[src/shared/edst_pkg.sv]
/*
  constants and carrier types for the energy-detect status and threshold block.
  assumes a single 20 MHz clock domain and a management register port that
  presents a 16-bit register with separate read and write strobes.
*/
// Operation
// - A read-only power-state bit reads 1 while energy detect is powered up and 0 while powered down.
// - The power-state bit has no meaning while energy detect is disabled.
// - An error-threshold-met flag sets when the error count reaches its threshold, clears on read, and drives nothing else.
// - A data-threshold-met flag sets once the data count equals or exceeds its threshold and clears on read.
// - A 4-bit read-write error threshold field resets to 0001.
// - A 4-bit read-write data threshold field resets to 0001.
// - The event counters restart after about two seconds with no data event.
// - Counting and flags work only while the enable bit, reset to 0, is set.
// - With automatic wake enabled, power-up starts as soon as the data threshold is reached.
// - A self-clearing manual bit forces a power-state change when written to 1 while the enable bit is already set.
package edst_pkg;
  // ****************************************************************
  // bit positions in energy_detect_control
  // ****************************************************************
  localparam int BIT_ENABLE     = 15;
  localparam int BIT_AUTO_UP    = 14;
  localparam int BIT_AUTO_DOWN  = 13;
  localparam int BIT_MANUAL     = 12;
  localparam int BIT_BURST_DIS  = 11;
  localparam int BIT_PWR_STATE  = 10;
  localparam int BIT_ERR_MET    = 9;
  localparam int BIT_DATA_MET   = 8;
  localparam int ERR_THR_LSB    = 4;
  localparam int DATA_THR_LSB   = 0;
  localparam int THR_W          = 4;
  // ****************************************************************
  // reset values and timing
  // ****************************************************************
  localparam logic [3:0]  THR_RESET      = 4'h1;
  localparam logic        ENABLE_RESET   = 1'b0;
  localparam logic        AUTO_UP_RESET  = 1'b1;
  localparam logic        AUTO_DN_RESET  = 1'b1;
  localparam logic        BURST_RESET    = 1'b0;
  localparam longint      CLK_HZ         = 20_000_000;
  localparam longint      QUIET_MS       = 2000;
  localparam longint      QUIET_CYCLES   = (QUIET_MS * CLK_HZ) / 1000;

  typedef struct packed {
    logic data_event;
    logic error_event;
  } edst_events_type;

  typedef struct packed {
    logic        wr;
    logic        rd;
    logic [15:0] wdata;
  } edst_reg_req_type;
endpackage : edst_pkg

[src/rtl/edst_counter.sv]
/*
  saturating event counter with threshold compare.
  assumes events and clear come from logic on the same clock.
*/
`timescale 1ns/1ps
`default_nettype none
module edst_counter #(
  parameter int W = 4
) (
  input  wire logic         clk,
  input  wire logic         rst_n,
  input  wire logic         clr,
  input  wire logic         inc,
  input  wire logic [W-1:0] thr,
  output var  logic         met
);
  import edst_pkg::*;
  logic [W-1:0] cnt_q;
  logic [W-1:0] cnt_d;

  // refused at elaboration: a zero-width counter cannot hold any count
  if (W < 1) begin : g_bad_width
    $error("counter width must be positive");
  end

  always_comb begin
    cnt_d = cnt_q;
    if (clr) begin
      cnt_d = '0;
    end else if (inc && cnt_q != {W{1'b1}}) begin
      cnt_d = cnt_q + W'(1);
    end
  end

  always_ff @(posedge clk or negedge rst_n) begin
    if (!rst_n) begin
      cnt_q <= '0;
    end else begin
      cnt_q <= cnt_d;
    end
  end

  // met in the cycle the counter reaches or passes the threshold
  assign met = inc && !clr && (cnt_d >= thr);
endmodule : edst_counter
`default_nettype wire

[src/rtl/edst_core.sv]
/*
  energy-detect status and threshold logic with its control register.
  assumes event inputs arrive asynchronously from the receiver and are
  synchronised here; register access is a 16-bit read/write port.
*/
`timescale 1ns/1ps
`default_nettype none
module edst_core #(
  parameter longint QUIET_LIMIT = edst_pkg::QUIET_CYCLES
) (
  input  wire logic                       clk,
  input  wire logic                       resetn,
  input  wire edst_pkg::edst_events_type  line_events,
  input  wire edst_pkg::edst_reg_req_type reg_req,
  output var  logic [15:0]                reg_rdata,
  output var  logic                       ed_power_state_bit,
  output var  logic                       power_up_start,
  output var  logic                       power_down_start
);
  import edst_pkg::*;

  // the quiet timer is 32 bits wide and needs at least two states
  if (QUIET_LIMIT < 2 || QUIET_LIMIT > 64'h0000_0001_0000_0000) begin : g_bad_quiet
    $error("quiet limit out of range");
  end

  // ****************************************************************
  // reset release and input synchronisers
  // ****************************************************************
  logic [1:0] rst_sync_q;
  logic       rst_n;
  always_ff @(posedge clk or negedge resetn) begin
    if (!resetn) begin
      rst_sync_q <= 2'b00;
    end else begin
      rst_sync_q <= {rst_sync_q[0], 1'b1};
    end
  end
  assign rst_n = rst_sync_q[1];

  edst_events_type ev_meta_q;
  edst_events_type ev_sync_q;
  edst_events_type ev_prev_q;
  always_ff @(posedge clk or negedge rst_n) begin
    if (!rst_n) begin
      ev_meta_q <= '0;
      ev_sync_q <= '0;
      ev_prev_q <= '0;
    end else begin
      ev_meta_q <= line_events;
      ev_sync_q <= ev_meta_q;
      ev_prev_q <= ev_sync_q;
    end
  end

  logic data_pulse;
  logic err_pulse;
  assign data_pulse = ev_sync_q.data_event & ~ev_prev_q.data_event;
  assign err_pulse  = ev_sync_q.error_event & ~ev_prev_q.error_event;

  // ****************************************************************
  // control register
  // ****************************************************************
  logic             enable_q, enable_d;
  logic             auto_up_q, auto_up_d;
  logic             auto_dn_q, auto_dn_d;
  logic             burst_q, burst_d;
  logic             manual;
  logic [THR_W-1:0] err_thr_q, err_thr_d;
  logic [THR_W-1:0] data_thr_q, data_thr_d;

  always_comb begin
    enable_d   = enable_q;
    auto_up_d  = auto_up_q;
    auto_dn_d  = auto_dn_q;
    burst_d    = burst_q;
    err_thr_d  = err_thr_q;
    data_thr_d = data_thr_q;
    if (reg_req.wr) begin
      enable_d   = reg_req.wdata[BIT_ENABLE];
      auto_up_d  = reg_req.wdata[BIT_AUTO_UP];
      auto_dn_d  = reg_req.wdata[BIT_AUTO_DOWN];
      burst_d    = reg_req.wdata[BIT_BURST_DIS];
      err_thr_d  = reg_req.wdata[ERR_THR_LSB +: THR_W];
      data_thr_d = reg_req.wdata[DATA_THR_LSB +: THR_W];
    end
  end

  // the manual bit is never stored, so it reads back 0 (self-clearing)
  assign manual = reg_req.wr & reg_req.wdata[BIT_MANUAL];

  always_ff @(posedge clk or negedge rst_n) begin
    if (!rst_n) begin
      enable_q   <= ENABLE_RESET;
      auto_up_q  <= AUTO_UP_RESET;
      auto_dn_q  <= AUTO_DN_RESET;
      burst_q    <= BURST_RESET;
      err_thr_q  <= THR_RESET;
      data_thr_q <= THR_RESET;
    end else begin
      enable_q   <= enable_d;
      auto_up_q  <= auto_up_d;
      auto_dn_q  <= auto_dn_d;
      burst_q    <= burst_d;
      err_thr_q  <= err_thr_d;
      data_thr_q <= data_thr_d;
    end
  end

  // ****************************************************************
  // quiet timer and counters
  // ****************************************************************
  logic [31:0] quiet_q, quiet_d;
  logic        quiet_expired;
  logic        cnt_clr;
  logic        data_met;
  logic        err_met;
  logic        data_inc;
  logic        err_inc;

  assign quiet_expired = (quiet_q == 32'(QUIET_LIMIT - 1));
  // counting only runs while enabled; timeout restarts both counters
  assign cnt_clr  = !enable_q || quiet_expired;
  assign data_inc = enable_q & data_pulse;
  assign err_inc  = enable_q & err_pulse;

  always_comb begin
    quiet_d = quiet_q + 32'h0000_0001;
    if (!enable_q || data_pulse || quiet_expired) begin
      quiet_d = 32'h0000_0000;
    end
  end

  always_ff @(posedge clk or negedge rst_n) begin
    if (!rst_n) begin
      quiet_q <= 32'h0000_0000;
    end else begin
      quiet_q <= quiet_d;
    end
  end

  edst_counter #(.W(THR_W)) u_data_cnt (
    .clk   (clk),
    .rst_n (rst_n),
    .clr   (cnt_clr),
    .inc   (data_inc),
    .thr   (data_thr_q),
    .met   (data_met)
  );

  edst_counter #(.W(THR_W)) u_err_cnt (
    .clk   (clk),
    .rst_n (rst_n),
    .clr   (cnt_clr),
    .inc   (err_inc),
    .thr   (err_thr_q),
    .met   (err_met)
  );

  // ****************************************************************
  // flags, power state, read data
  // ****************************************************************
  logic        data_flag_q, data_flag_d;
  logic        err_flag_q, err_flag_d;
  logic        pwr_q, pwr_d;
  logic        up_q, up_d;
  logic        dn_q, dn_d;
  logic [15:0] rdata_q, rdata_d;

  always_comb begin
    // set wins over the clearing read
    data_flag_d = data_met | (data_flag_q & ~reg_req.rd);
    err_flag_d  = err_met | (err_flag_q & ~reg_req.rd);
    pwr_d = pwr_q;
    up_d  = 1'b0;
    dn_d  = 1'b0;
    if (enable_q) begin
      if (manual) begin
        pwr_d = ~pwr_q;
        up_d  = ~pwr_q;
        dn_d  = pwr_q;
      end else if (!pwr_q && auto_up_q && data_met) begin
        pwr_d = 1'b1;
        up_d  = 1'b1;
      end else if (pwr_q && auto_dn_q && quiet_expired) begin
        pwr_d = 1'b0;
        dn_d  = 1'b1;
      end
    end
    rdata_d = rdata_q;
    if (reg_req.rd) begin
      rdata_d = {enable_q, auto_up_q, auto_dn_q, 1'b0, burst_q, pwr_q,
                 err_flag_q, data_flag_q, err_thr_q, data_thr_q};
    end
  end

  // error flag is informational: nothing else reads it
  always_ff @(posedge clk or negedge rst_n) begin
    if (!rst_n) begin
      data_flag_q <= 1'b0;
      err_flag_q  <= 1'b0;
      pwr_q       <= 1'b0;
      up_q        <= 1'b0;
      dn_q        <= 1'b0;
      rdata_q     <= 16'h0000;
    end else begin
      data_flag_q <= data_flag_d;
      err_flag_q  <= err_flag_d;
      pwr_q       <= pwr_d;
      up_q        <= up_d;
      dn_q        <= dn_d;
      rdata_q     <= rdata_d;
    end
  end

  assign reg_rdata          = rdata_q;
  assign ed_power_state_bit = pwr_q;
  assign power_up_start     = up_q;
  assign power_down_start   = dn_q;

  // ****************************************************************
  // assertions
  // ****************************************************************
  a_data_flag_set: assert property (@(posedge clk) disable iff (!rst_n)
    data_met |=> data_flag_q) else $error("data flag not set");
  a_err_flag_set: assert property (@(posedge clk) disable iff (!rst_n)
    err_met |=> err_flag_q) else $error("error flag not set");
  a_flag_read_clr: assert property (@(posedge clk) disable iff (!rst_n)
    (reg_req.rd && !data_met) |=> !data_flag_q) else $error("flag not cleared");
  a_flag_set_wins: assert property (@(posedge clk) disable iff (!rst_n)
    (reg_req.rd && data_met) |=> data_flag_q) else $error("flag lost on read");
  a_flags_off_dis: assert property (@(posedge clk) disable iff (!rst_n)
    (!enable_q && !$past(enable_q)) |-> !data_met && !err_met) else $error("count while off");
  a_auto_wake: assert property (@(posedge clk) disable iff (!rst_n)
    (enable_q && !pwr_q && auto_up_q && data_met && !manual) |=> pwr_q && up_q)
    else $error("auto wake missed");
  a_manual_flip: assert property (@(posedge clk) disable iff (!rst_n)
    (enable_q && manual) |=> pwr_q != $past(pwr_q)) else $error("manual toggle missed");
  a_quiet_restart: assert property (@(posedge clk) disable iff (!rst_n)
    quiet_expired |=> quiet_q == 32'h0000_0000) else $error("timer not restarted");
  a_pwr_output: assert property (@(posedge clk) disable iff (!rst_n)
    ##1 ed_power_state_bit == $past(pwr_d)) else $error("power bit mismatch");
  a_thr_write: assert property (@(posedge clk) disable iff (!rst_n)
    reg_req.wr |=> data_thr_q == $past(reg_req.wdata[3:0])) else $error("threshold write lost");
  a_rd_state: assert property (@(posedge clk) disable iff (!rst_n)
    reg_req.rd |=> reg_rdata[BIT_PWR_STATE] == $past(pwr_q)) else $error("read state wrong");

  c_data_met: cover property (@(posedge clk) disable iff (!rst_n) data_met);
  c_err_met: cover property (@(posedge clk) disable iff (!rst_n) err_met);
  c_wake: cover property (@(posedge clk) disable iff (!rst_n) up_q);
  c_sleep: cover property (@(posedge clk) disable iff (!rst_n) dn_q);
  c_read_race: cover property (@(posedge clk) disable iff (!rst_n) reg_req.rd && data_met);
endmodule : edst_core
`default_nettype wire

[config.mk]
export PLATFORM = sky130hd
export DESIGN_NAME = edst_core
export DESIGN_NICKNAME = d
export VERILOG_FILES = /design/src/shared/edst_pkg.sv /design/src/rtl/edst_counter.sv /design/src/rtl/edst_core.sv
export SDC_FILE = /design/constraint.sdc
export NUM_CORES = 1
export LEC_CHECK = 0
export ABC_AREA = 1
export BUFFER_PORTS_ARGS = -buffer_cell sky130_fd_sc_hd__buf_2
export CORE_MARGIN = 2
export CORE_UTILIZATION = 45
export CTS_CLUSTER_DIAMETER = 50
export CTS_CLUSTER_SIZE = 14
export DETAILED_ROUTE_END_ITERATION = 16
export GPL_TIMING_DRIVEN = 0
export MAX_ROUTING_LAYER = met4
export SLEW_MARGIN = 0
export SYNTH_ARGS = -nofsm -noshare
export SYNTH_HDL_FRONTEND = slang
export SYNTH_SLANG_ARGS = --single-unit
[constraint.sdc]
create_clock -name clk -period 5.6 [get_ports clk]
set_clock_uncertainty 0.05 [all_clocks]
set_input_delay 1.12 -clock clk [delete_from_list [all_inputs] [get_ports clk]]
set_output_delay 1.12 -clock clk [all_outputs]
set_load 0.005 [all_outputs]
==> impl_metrics.env, run 1 <==
export IMPL_dp_hpwl_um=6040
export IMPL_synth_distinct_cells=42
export IMPL_synthTopCellsByArea="dfrtp_1 48%, nor2_1 7.3%, nand2_1 6.9%"
export IMPL_htreeDepth=3
export IMPL_gr_usage_met2=0.323
export IMPL_finish_utilization=0.519
export IMPL_syn_area_per_cell_um2=8.79
export IMPL_num_rows=34
export IMPL_cts_num_sinks=80
export IMPL_pin_count=41
export IMPL_drt_pass1_iter_count=4
export IMPL_cts_resized=0
export IMPL_reg2regPathDepth=15
export IMPL_initial_core_util=0.457
export IMPL_cts_max_path_buffers=2
export IMPL_drt_total_wl_um=8160
export IMPL_crit_type="register to register"
export IMPL_synth_top_area_share=0.484
export IMPL_layout_drive_gt1_share=0.168
export IMPL_layout_common_cells="76 x nor2_1, 75 x dfrtp_1, 72 x nand2_1"
export IMPL_nNetsFinal=528
export IMPL_fin_setup_tns_ns=0
export IMPL_final_common_cell="nor2_1"
export IMPL_path_cells="ha_1 > nand3_4 > nor2_8 > nand2_1 > nor2_2 > nor2_4 > inv_1 > nor3b_1 > ha_1 > a21oi_1 > nand3_1 > nand4_1 > nand2_1 > nand2_1 > nand2_1"
export IMPL_n_antenna_cell=0
export IMPL_drt_wirelength_per_cell_um=13.4
export IMPL_fp_dieW_um=97.5
export IMPL_areaGrowthSynthToFinish_pct=13.5
export IMPL_rrSetupSlack_ns=2.83
export IMPL_core_area_mm2=0.00859
export IMPL_synth_nets=480
export IMPL_first_iter_violations=185
export IMPL_yosys_area_top_type="dfrtp_1"
export IMPL_cts_tree="done"
export IMPL_grt_usage=0.197
export IMPL_grt_pass1_wl_um=14700
export IMPL_busiest_layer="met2"
export IMPL_post_route_drc_count=0
export IMPL_root_buffer="clkbuf_8"
export IMPL_clkTransAtPathRegs_ns=0.09
export IMPL_path_delay_family="simple AND/OR/NAND/NOR gates"
export IMPL_final_max_slew_viol_count=0
export IMPL_grt_max_degree=48
export IMPL_place_gp_congestion=0.855
export IMPL_die_area_mm2=0.00950
export IMPL_rsz0062_at_grt="false"
export IMPL_overflow=0
export IMPL_p_leak_uw=0.00210
export IMPL_netlist_area_mm2=0.00393
export IMPL_worstPathArrival_ns=2.97
export IMPL_postLayoutCellArea_mm2=0.00446
export IMPL_status="complete, no violations"
export IMPL_hold_path_class="register to asynchronous set/reset pin"
export IMPL_setup_viol=0
export IMPL_ant_nets=0
export IMPL_cpMostUsedCell="nand2_1"
export IMPL_worstReg2RegEnd="ed_power_state_bit$_DFFE_PN0P_"
export IMPL_max_cap_violations=0
export IMPL_clock_latency_ns=0.36
export IMPL_peakVddDrop_mv=0.145
export IMPL_drt_vias_per_instance=5.07
export IMPL_tightestPinTransition_ns=0.547
export IMPL_ys_warnings_count=0
export IMPL_end_kind="register"
export IMPL_synth_seq_area_share=0.511
export IMPL_r2r_start="quiet_q[0]$_DFF_PN0_"
export IMPL_placed_cell_area_mm2=0.00428
export IMPL_netlist_instances=447
export IMPL_layout_min_cycle_time_ns=2.77
export IMPL_antenna_found_initial=0
export IMPL_cts_made_buffers=9
export IMPL_max_stage_delay_ns=0.42
export IMPL_crit_buf_inv=1
export IMPL_fmax_mhz=361
export IMPL_use_met3=0.0396
export IMPL_p_per_area_mw_per_mm2=257
export IMPL_finalCritPeriodShare=0.495
export IMPL_crit_required_ns=5.80
export IMPL_grt_pass1_vias=3204
export IMPL_cpMaxStageDelayCell="dfrtp_1"
export IMPL_post_cts_setup_buffer_count=0
export IMPL_postCtsHoldBufs=0
export IMPL_use_met1=0.244
export IMPL_die_h_um=97.5
export IMPL_portBuffers=36
export IMPL_crit_path_max_fanout=8
export IMPL_cp_start_kind="register"
export IMPL_finalHoldViolCount=0
export IMPL_slew_headroom=0.632
export IMPL_vias=3082
export IMPL_ys_ff_latch=80
==> cell usage after synthesis, drive strengths merged <==
master and n:
nor2 82, dfrtp 76, nand2 75, inv 55
a21oi 24, nand3 23, o21ai 17, nor3 16
nand4 14, ha 11, xnor2 8, xor2 8
nor3b 7, buf 6, dfstp 4, nor4 4
clkbuf 3, and3 2, conb 2, o21a 2
o31ai 2, a211oi 1, a31oi 1, mux2 1
o211ai 1, o21bai 1, or2 1
==> power by group <==
group          leakage, µW  internal [µW]  switching [µW]
combinational     0.000983           44.4            64.1
sequential         0.00103            610            23.2
clock            0.0000861            176             226
total              0.00210            831             313
==> cell families after synthesis <==
kind of cell	after synthesis	share of synthesized area
simple gates	224	0.277
other cells	2	0.00191
buf+inv	64	0.0665
mux	1	0.00287
fa+ha+maj	11	0.0350
flops	80	0.511
xor+xnor	16	0.0357
compound gates	49	0.0700
==> sequential cells by signal (all words and copies together), names as in the netlist, 2 cells and up <==
| signal | count |
|---|---|
| quiet_q | 32 |
| ev_meta_q | 2 |
| rst_sync_q | 2 |
| u_err_cnt.cnt_q | 4 |
| u_data_cnt.cnt_q | 4 |
| err_thr_q | 4 |
| ev_sync_q | 2 |
| reg_rdata | 15 |
| ev_prev_q | 2 |
| data_thr_q | 4 |
==> final cells by class <==
cell class                 instances  area (µm²)
inverter                          55         209
sequential                        80        2010
timing repair buffer              37         208
clock inverter                     5        41.3
fill                             831        4130
clock buffer                      11         141
buffer                             9        52.6
multi-input combinational        303        1660
tap                              108         135
==> through the flow <==
step	setup slack [ns]	total power, µW	instances	hold WS (ns)
2_1_floorplan	3.16	704	447	0.281
3_3_place_gp	2.25	748	591	0.286
3_5_place_dp	2.82	755	592	0.250
4_1_cts	2.79	1160	608	0.254
5_1_grt	2.51	1200	608	0.285
6_report	2.83	1140	608	0.229
==> worst max path at each step <==
stage                                  startpoint                              to  slack [ns]  depth (start not counted)
final                        quiet_q[0]$_DFF_PN0_  ed_power_state_bit$_DFFE_PN0P_        2.83                         15
after global routing         quiet_q[0]$_DFF_PN0_  ed_power_state_bit$_DFFE_PN0P_        2.51                         15
after CTS                    quiet_q[0]$_DFF_PN0_  ed_power_state_bit$_DFFE_PN0P_        2.79                         15
after detailed placement     quiet_q[0]$_DFF_PN0_  ed_power_state_bit$_DFFE_PN0P_        2.82                         15
after global placement    rst_sync_q[1]$_DFF_PN0_           quiet_q[20]$_DFF_PN0_        2.25                          0
after floorplan           rst_sync_q[1]$_DFF_PN0_             burst_q$_DFFE_PN0P_        3.16                          0
==> routing by layer <==
metal,vias up,share of wire
met3,10,0.035
li1,1550,-
met4,0,0.015
met5,-,0
met2,63,0.49
met1,1459,0.46
Note: power is estimated with default switching activity, not from simulation.
==> run 2: changes to the inputs <==
==> constraint.sdc (replaced) <==
create_clock -name clk -period 2.9 [get_ports clk]
set_clock_uncertainty 0.05 [all_clocks]
set_input_delay 0.58 -clock clk [delete_from_list [all_inputs] [get_ports clk]]
set_output_delay 0.58 -clock clk [all_outputs]
set_load 0.005 [all_outputs]
==> run 2 against run 1 <==
  * Via count grew 0.29%
  * Critical endpoint unchanged
  * Global-route usage is essentially flat
  * Critical path depth grew 3
  * Largest cell class unchanged
==> impl_metrics.env, run 2 (same netlist as run 1, synthesis figures left out) <==
export IMPL_status="complete, no violations"
export IMPL_place_gp_congestion=0.855
export IMPL_setup_viol=0
export IMPL_fillers=831
export IMPL_areaGrowthSynthToFinish_pct=14.1
export IMPL_peakVddDrop_mv=0.280
export IMPL_vias=3091
export IMPL_worstPathArrival_ns=2.84
export IMPL_clock_latency_ns=0.36
export IMPL_dp_hpwl_um=6040
export IMPL_final_common_cell="nor2_1"
export IMPL_crit_type="register to register"
export IMPL_die_h_um=97.5
export IMPL_wl_met3_um=266
export IMPL_portBuffers=36
export IMPL_slew_headroom=0.633
export IMPL_overflow=0
export IMPL_highest_layer="met4"
export IMPL_layout_min_cycle_time_ns=2.64
export IMPL_rsz0062_at_grt="false"
export IMPL_fin_cells=610
export IMPL_ant_nets=0
export IMPL_fin_setup_tns_ns=0
export IMPL_drt_vias_per_instance=5.07
export IMPL_max_cap_violations=0
export IMPL_grt_usage=0.197
export IMPL_place_inst=592
export IMPL_cpMostUsedCell="nand2_1"
export IMPL_drt_pass1_iter_count=4
export IMPL_tightestPinTransition_ns=0.545
export IMPL_num_rows=34
export IMPL_final_max_slew_viol_count=0
export IMPL_path_cells="ha_2 > nand3_4 > nor2_8 > nand2_1 > nor2_2 > nor2_4 > inv_2 > a21oi_1 > ha_1 > inv_1 > o21bai_1 > nand3_1 > nand3_1 > nand4_1 > nand2_1 > nand2_1 > nand2_1 > nand2_1"
export IMPL_p_per_area_mw_per_mm2=493
export IMPL_fp_dieW_um=97.5
export IMPL_largest_reg_flops=32
export IMPL_crit_buf_inv=2
export IMPL_p_leak_uw=0.00211
export IMPL_initial_core_util=0.457
export IMPL_root_buffer="clkbuf_8"
export IMPL_grt_max_degree=48
export IMPL_cpMaxStageDelayCell="dfrtp_1"
export IMPL_finalHoldViolCount=0
export IMPL_grt_pass1_wl_um=14700
export IMPL_regMostFlops="quiet_q"
export IMPL_hold_path_class="register to asynchronous set/reset pin"
export IMPL_post_route_drc_count=0
export IMPL_max_stage_delay_ns=0.37
export IMPL_end_kind="register"
export IMPL_layout_drive_gt1_share=0.175
export IMPL_grt_pass1_vias=3211
export IMPL_first_iter_violations=176
export IMPL_cts_num_sinks=80
export IMPL_die_area_mm2=0.00950
export IMPL_nNetsFinal=530
export IMPL_finalCritPeriodShare=0.911
export IMPL_drt_total_wl_um=8190
export IMPL_clkTransAtPathRegs_ns=0.09
export IMPL_cts_made_buffers=9
export IMPL_path_delay_family="simple AND/OR/NAND/NOR gates"
export IMPL_pin_count=41
export IMPL_core_area_mm2=0.00859
export IMPL_crit_path_max_fanout=8
export IMPL_htreeDepth=3
export IMPL_fmax_mhz=379
export IMPL_drt_met1_wl_um=3750
export IMPL_cts_max_path_buffers=2
export IMPL_wl_met2_um=4050
export IMPL_antenna_found_initial=0
export IMPL_n_antenna_cell=0
export IMPL_drt_wirelength_per_cell_um=13.4
export IMPL_crit_required_ns=3.10
export IMPL_cts_tree="done"
export IMPL_layout_common_cells="76 x nor2_1, 75 x dfrtp_1, 72 x nand2_1"
export IMPL_cp_start_kind="register"
export IMPL_p_total_uw=2210
-- run 2: changes by cell type in the layout (fill, tap and decap cells not counted), sizes merged --
cell,previous run,this run
buf,43,44
dlygate4sd3,0,1
-- run 2: worst register-to-register path: stages, from the launching register on --
cell and delay (ns):
dfrtp_1 0.37, ha_2 0.22, nand3_4 0.14, nor2_8 0.19, nand2_1 0.08, nor2_2 0.17
nor2_4 0.10, inv_2 0.12, a21oi_1 0.07, ha_1 0.30, inv_1 0.04, o21bai_1 0.13
nand3_1 0.08, nand3_1 0.10, nand4_1 0.12, nand2_1 0.09, nand2_1 0.05, nand2_1 0.05
nand2_1 0.05
-- run 2: repair_timing --
item,CTS,global route
endpoints found under the hold margin,2,0
hold buffers,1,0
setup endpoints to repair,0,3
gates resized for setup,0,3
buffers inserted,0,1
-- run 2: path summary, 6_finish.rpt --
check                                              from                             end  slack (ns)  depth (start not counted)
worst max-delay path               quiet_q[1]$_DFF_PN0_  ed_power_state_bit$_DFFE_PN0P_        0.26                         18
worst min-delay path            rst_sync_q[1]$_DFF_PN0_            quiet_q[1]$_DFF_PN0_        0.23                          0
worst max register to register     quiet_q[1]$_DFF_PN0_  ed_power_state_bit$_DFFE_PN0P_        0.26                         18
worst min register to register  rst_sync_q[1]$_DFF_PN0_            quiet_q[1]$_DFF_PN0_        0.23                          0
max in group asynchronous       rst_sync_q[1]$_DFF_PN0_       data_thr_q[0]$_DFFE_PN1P_        1.93                          1
min in group clk                         line_events[1]          ev_meta_q[1]$_DFF_PN0_        0.28                          1
-- run 2: cell type report --
class,instances,area [µm²],share of cell area
Clock inverter,5,41.3,0.00921
Inverter,55,209,0.0466
Tap cell,108,135,0.0301
Sequential cell,80,2010,0.448
Multi-Input combinational cell,303,1670,0.372
Clock buffer,11,141,0.0315
Buffer,9,52.6,0.0117
Timing Repair Buffer,39,225,0.0502
-- run 2: power by group --
group          leakage, µW  total (µW)  internal, µW  switching (µW)
registers          0.00103        1220          1180            44.5
clock network    0.0000861         775           341             435
logic             0.000991         214          88.5             125
-- run 2: stage by stage --
step                 util  hold slack [ns]  worst slack, ns  instance area [µm²]
floorplan               -            0.234            0.464                 3930
global placement    0.494            0.286           -0.453                 4250
detailed placement  0.498            0.250            0.121                 4280
CTS                 0.520            0.254           0.0877                 4470
global route        0.522            0.257           0.0103                 4480
finish              0.522            0.230            0.259                 4480
-- run 2: per-layer routing --
metal / vias to the layer above / track usage
met3: 10 / 0.0396
met5: - / -
met4: 0 / 0.0694
li1: 1553 / -
met1: 1459 / 0.244
met2: 69 / 0.324
==> run 3: changes to the inputs <==
--- a/config.mk
+++ b/config.mk
@@ -17,4 +17,5 @@
 export SLEW_MARGIN = 0
 export SYNTH_ARGS = -nofsm -noshare
 export SYNTH_HDL_FRONTEND = slang
+export SYNTH_HIERARCHICAL = 1
 export SYNTH_SLANG_ARGS = --single-unit
==> run 3 against run 2 <==
  * Design area up 9.2%
  * Critical path depth is 5 higher
  * Synthesized cell count is 18% higher
  * Worst hold slack worse by 0.031 ns
  * Non-clock buffer count grew 13
  * Via count up 12%
  * Highest routed layer unchanged
  * Register-to-register slack worse by 0.03 ns
  * First-iteration DRC count rose by 37%
  * Cell count increased by 16%
  * Setup slack worse by 0.033 ns
  * Critical endpoint unchanged
  * Die area is 5.6% higher
==> impl_metrics.env, run 3 <==
export IMPL_yosys_area_top_type="dfrtp_1"
export IMPL_clock_latency_ns=0.35
export IMPL_num_rows=35
export IMPL_r2r_start="quiet_q[1]$_DFF_PN0_"
export IMPL_cts_num_sinks=80
export IMPL_ys_ff_latch=80
export IMPL_regMostFlops="quiet_q"
export IMPL_overflow=0
export IMPL_final_max_slew_viol_count=0
export IMPL_p_per_area_mw_per_mm2=479
export IMPL_peakVddDrop_mv=0.301
export IMPL_post_route_drc_count=0
export IMPL_fin_cells=707
export IMPL_place_inst=676
export IMPL_largest_reg_flops=32
export IMPL_finalHoldViolCount=0
export IMPL_netlist_area_mm2=0.00416
export IMPL_layout_common_cells="130 x nand2_1, 88 x nor2_1, 73 x dfrtp_1"
export IMPL_ys_warnings_count=6
export IMPL_cts_max_path_buffers=2
export IMPL_worst_slack_ns=0.226
export IMPL_pre_cts_ws_ns=-0.441
export IMPL_cp_start_kind="register"
export IMPL_synth_nets=562
export IMPL_die_h_um=100
export IMPL_core_area_mm2=0.00911
export IMPL_crit_required_ns=3.14
export IMPL_crit_start="quiet_q[1]$_DFF_PN0_"
export IMPL_htreeDepth=3
export IMPL_synthTopCellsByArea="dfrtp_1 46%, nand2_1 12%, nor2_1 8.3%"
export IMPL_ant_nets=0
export IMPL_fin_setup_tns_ns=0
export IMPL_fillers=859
export IMPL_drt_wirelength_per_cell_um=13.1
export IMPL_vias=3447
export IMPL_grt_usage=0.207
export IMPL_syn_area_per_cell_um2=7.86
export IMPL_grt_pass1_wl_um=15600
export IMPL_drt_total_wl_um=9280
export IMPL_clkTransAtPathRegs_ns=0.09
export IMPL_crit_type="register to register"
export IMPL_grt_pass1_vias=3253
export IMPL_die_area_mm2=0.0100
export IMPL_n_antenna_cell=0
export IMPL_synth_most_common_cell="nand2_1"
export IMPL_antenna_found_initial=0
export IMPL_final_common_cell="nand2_1"
export IMPL_netlist_instances=529
export IMPL_first_iter_violations=241
export IMPL_areaGrowthSynthToFinish_pct=17.7
export IMPL_hold_path_class="register to asynchronous set/reset pin"
export IMPL_portBuffers=35
export IMPL_synth_seq_area_share=0.483
export IMPL_cts_made_buffers=9
export IMPL_root_buffer="clkbuf_8"
export IMPL_status="complete, no violations"
export IMPL_synth_distinct_cells=30
export IMPL_fp_dieW_um=100
export IMPL_crit_path_max_fanout=3
export IMPL_pin_count=41
export IMPL_end_kind="register"
export IMPL_synth_common_cells="131 x nand2_1, 92 x nor2_1, 76 x dfrtp_1"
export IMPL_fmax_mhz=374
export IMPL_initial_core_util=0.457
export IMPL_max_cap_violations=0
export IMPL_finish_utilization=0.538
export IMPL_place_gp_congestion=0.899
export IMPL_nNetsFinal=624
export IMPL_cts_tree="done"
export IMPL_drt_pass1_iter_count=4
export IMPL_layout_min_cycle_time_ns=2.67
export IMPL_synth_top_area_share=0.457
export IMPL_setup_viol=0
export IMPL_p_leak_uw=0.00226
export IMPL_synth_edff_count=0
export IMPL_grt_max_degree=53
export IMPL_synthFlopType="dfrtp_1"
export IMPL_worstPathArrival_ns=2.91
export IMPL_synthArstFlopShare=1.00
export IMPL_drt_vias_per_instance=4.88
export IMPL_finalCritPeriodShare=0.922
export IMPL_layout_drive_gt1_share=0.216
export IMPL_dp_hpwl_um=6920
-- run 3: cell count changes in the layout (fill, tap and decap cells not counted), moves of 6 or more --
cell | before | now
inv_1 | 51 | 62
inv_2 | 3 | 12
nand4_1 | 14 | 8
nor2_1 | 76 | 88
nor2_2 | 2 | 8
buf_4 | 4 | 15
nand2_1 | 72 | 130
nor3_2 | 1 | 7
-- run 3: logic make-up after synthesis --
group	count (synthesis)	synth area share
compound gates	41	0.0499
xor+xnor	15	0.0316
fa+ha+maj	11	0.0331
buf+inv	84	0.0821
flops	80	0.483
mux	1	0.00271
other cells	2	0.00181
simple gates	295	0.316
-- run 3: through the flow --
stage               area [µm²]  hold slack (ns)  total power, µW
finish                    4900            0.199             2340
floorplan                 4160            0.234             1370
CTS                       4800            0.212             2380
global placement          4470            0.284             1460
global route              4900            0.242             2470
detailed placement        4500            0.211             1480
-- run 3: critical path: stages, from the launching register on --
cell	delay [ns]
dfrtp_1	0.40
ha_4	0.15
nand2_2	0.08
nor2_4	0.13
nand2_4	0.08
nor2_4	0.12
nand2_4	0.08
nand2_4	0.09
inv_1	0.08
nand2_1	0.07
nor2_1	0.05
ha_1	0.28
nand2_1	0.05
inv_1	0.06
nand3_1	0.06
nand3_1	0.11
nand2_1	0.07
inv_1	0.05
inv_1	0.05
nor3_2	0.13
a21oi_2	0.06
nor3_2	0.18
inv_1	0.06
nand2_1	0.06
-- run 3: routing by layer --
| metal | wire length, µm | share of wire | vias up | global-route usage |
|---|---|---|---|---|
| li1 | - | - | 1765 | - |
| met3 | 381 | 0.041 | 10 | 0.0334 |
| met4 | 109 | 0.012 | 0 | 0.0664 |
| met2 | 4230 | 0.46 | 60 | 0.299 |
| met5 | 0 | 0 | - | - |
| met1 | 4560 | 0.49 | 1612 | 0.300 |
-- run 3: final timing paths --
| path | end | slack, ns | cells after the start |
|---|---|---|---|
| worst max-delay path | ed_power_state_bit$_DFFE_PN0P_ | 0.23 | 23 |
| worst min-delay path | reg_rdata[10]$_DFFE_PN0P_ | 0.20 | 0 |
| worst max register to register | ed_power_state_bit$_DFFE_PN0P_ | 0.23 | 23 |
| worst min register to register | reg_rdata[10]$_DFFE_PN0P_ | 0.20 | 0 |
| max in group asynchronous | data_thr_q[0]$_DFFE_PN1P_ | 1.98 | 1 |
| min in group clk | ev_meta_q[1]$_DFF_PN0_ | 0.28 | 1 |
-- run 3: layout make-up --
cell class,count,area [µm²],share of cell area
Tap cell,111,139,0.0284
Buffer,10,63.8,0.0130
Inverter,74,278,0.0567
Clock buffer,10,138,0.0281
Sequential cell,80,2010,0.411
Clock inverter,6,75.1,0.0153
Multi-Input combinational cell,365,1870,0.382
Timing Repair Buffer,51,318,0.0649
-- run 3: power breakdown --
group / switching [µW] / total [µW] / internal [µW]
Clock: 443 / 878 / 435
Sequential: 50.7 / 1230 / 1180
Combinational: 138 / 238 / 99.7
Total: 632 / 2340 / 1710
-- run 3: what timing repair did --
action	CTS	global route
pin swaps	3	9
hold buffers	1	0
gates resized for setup	9	16
setup endpoints to repair	4	2
endpoints found under the hold margin	2	0
setup buffers	5	9
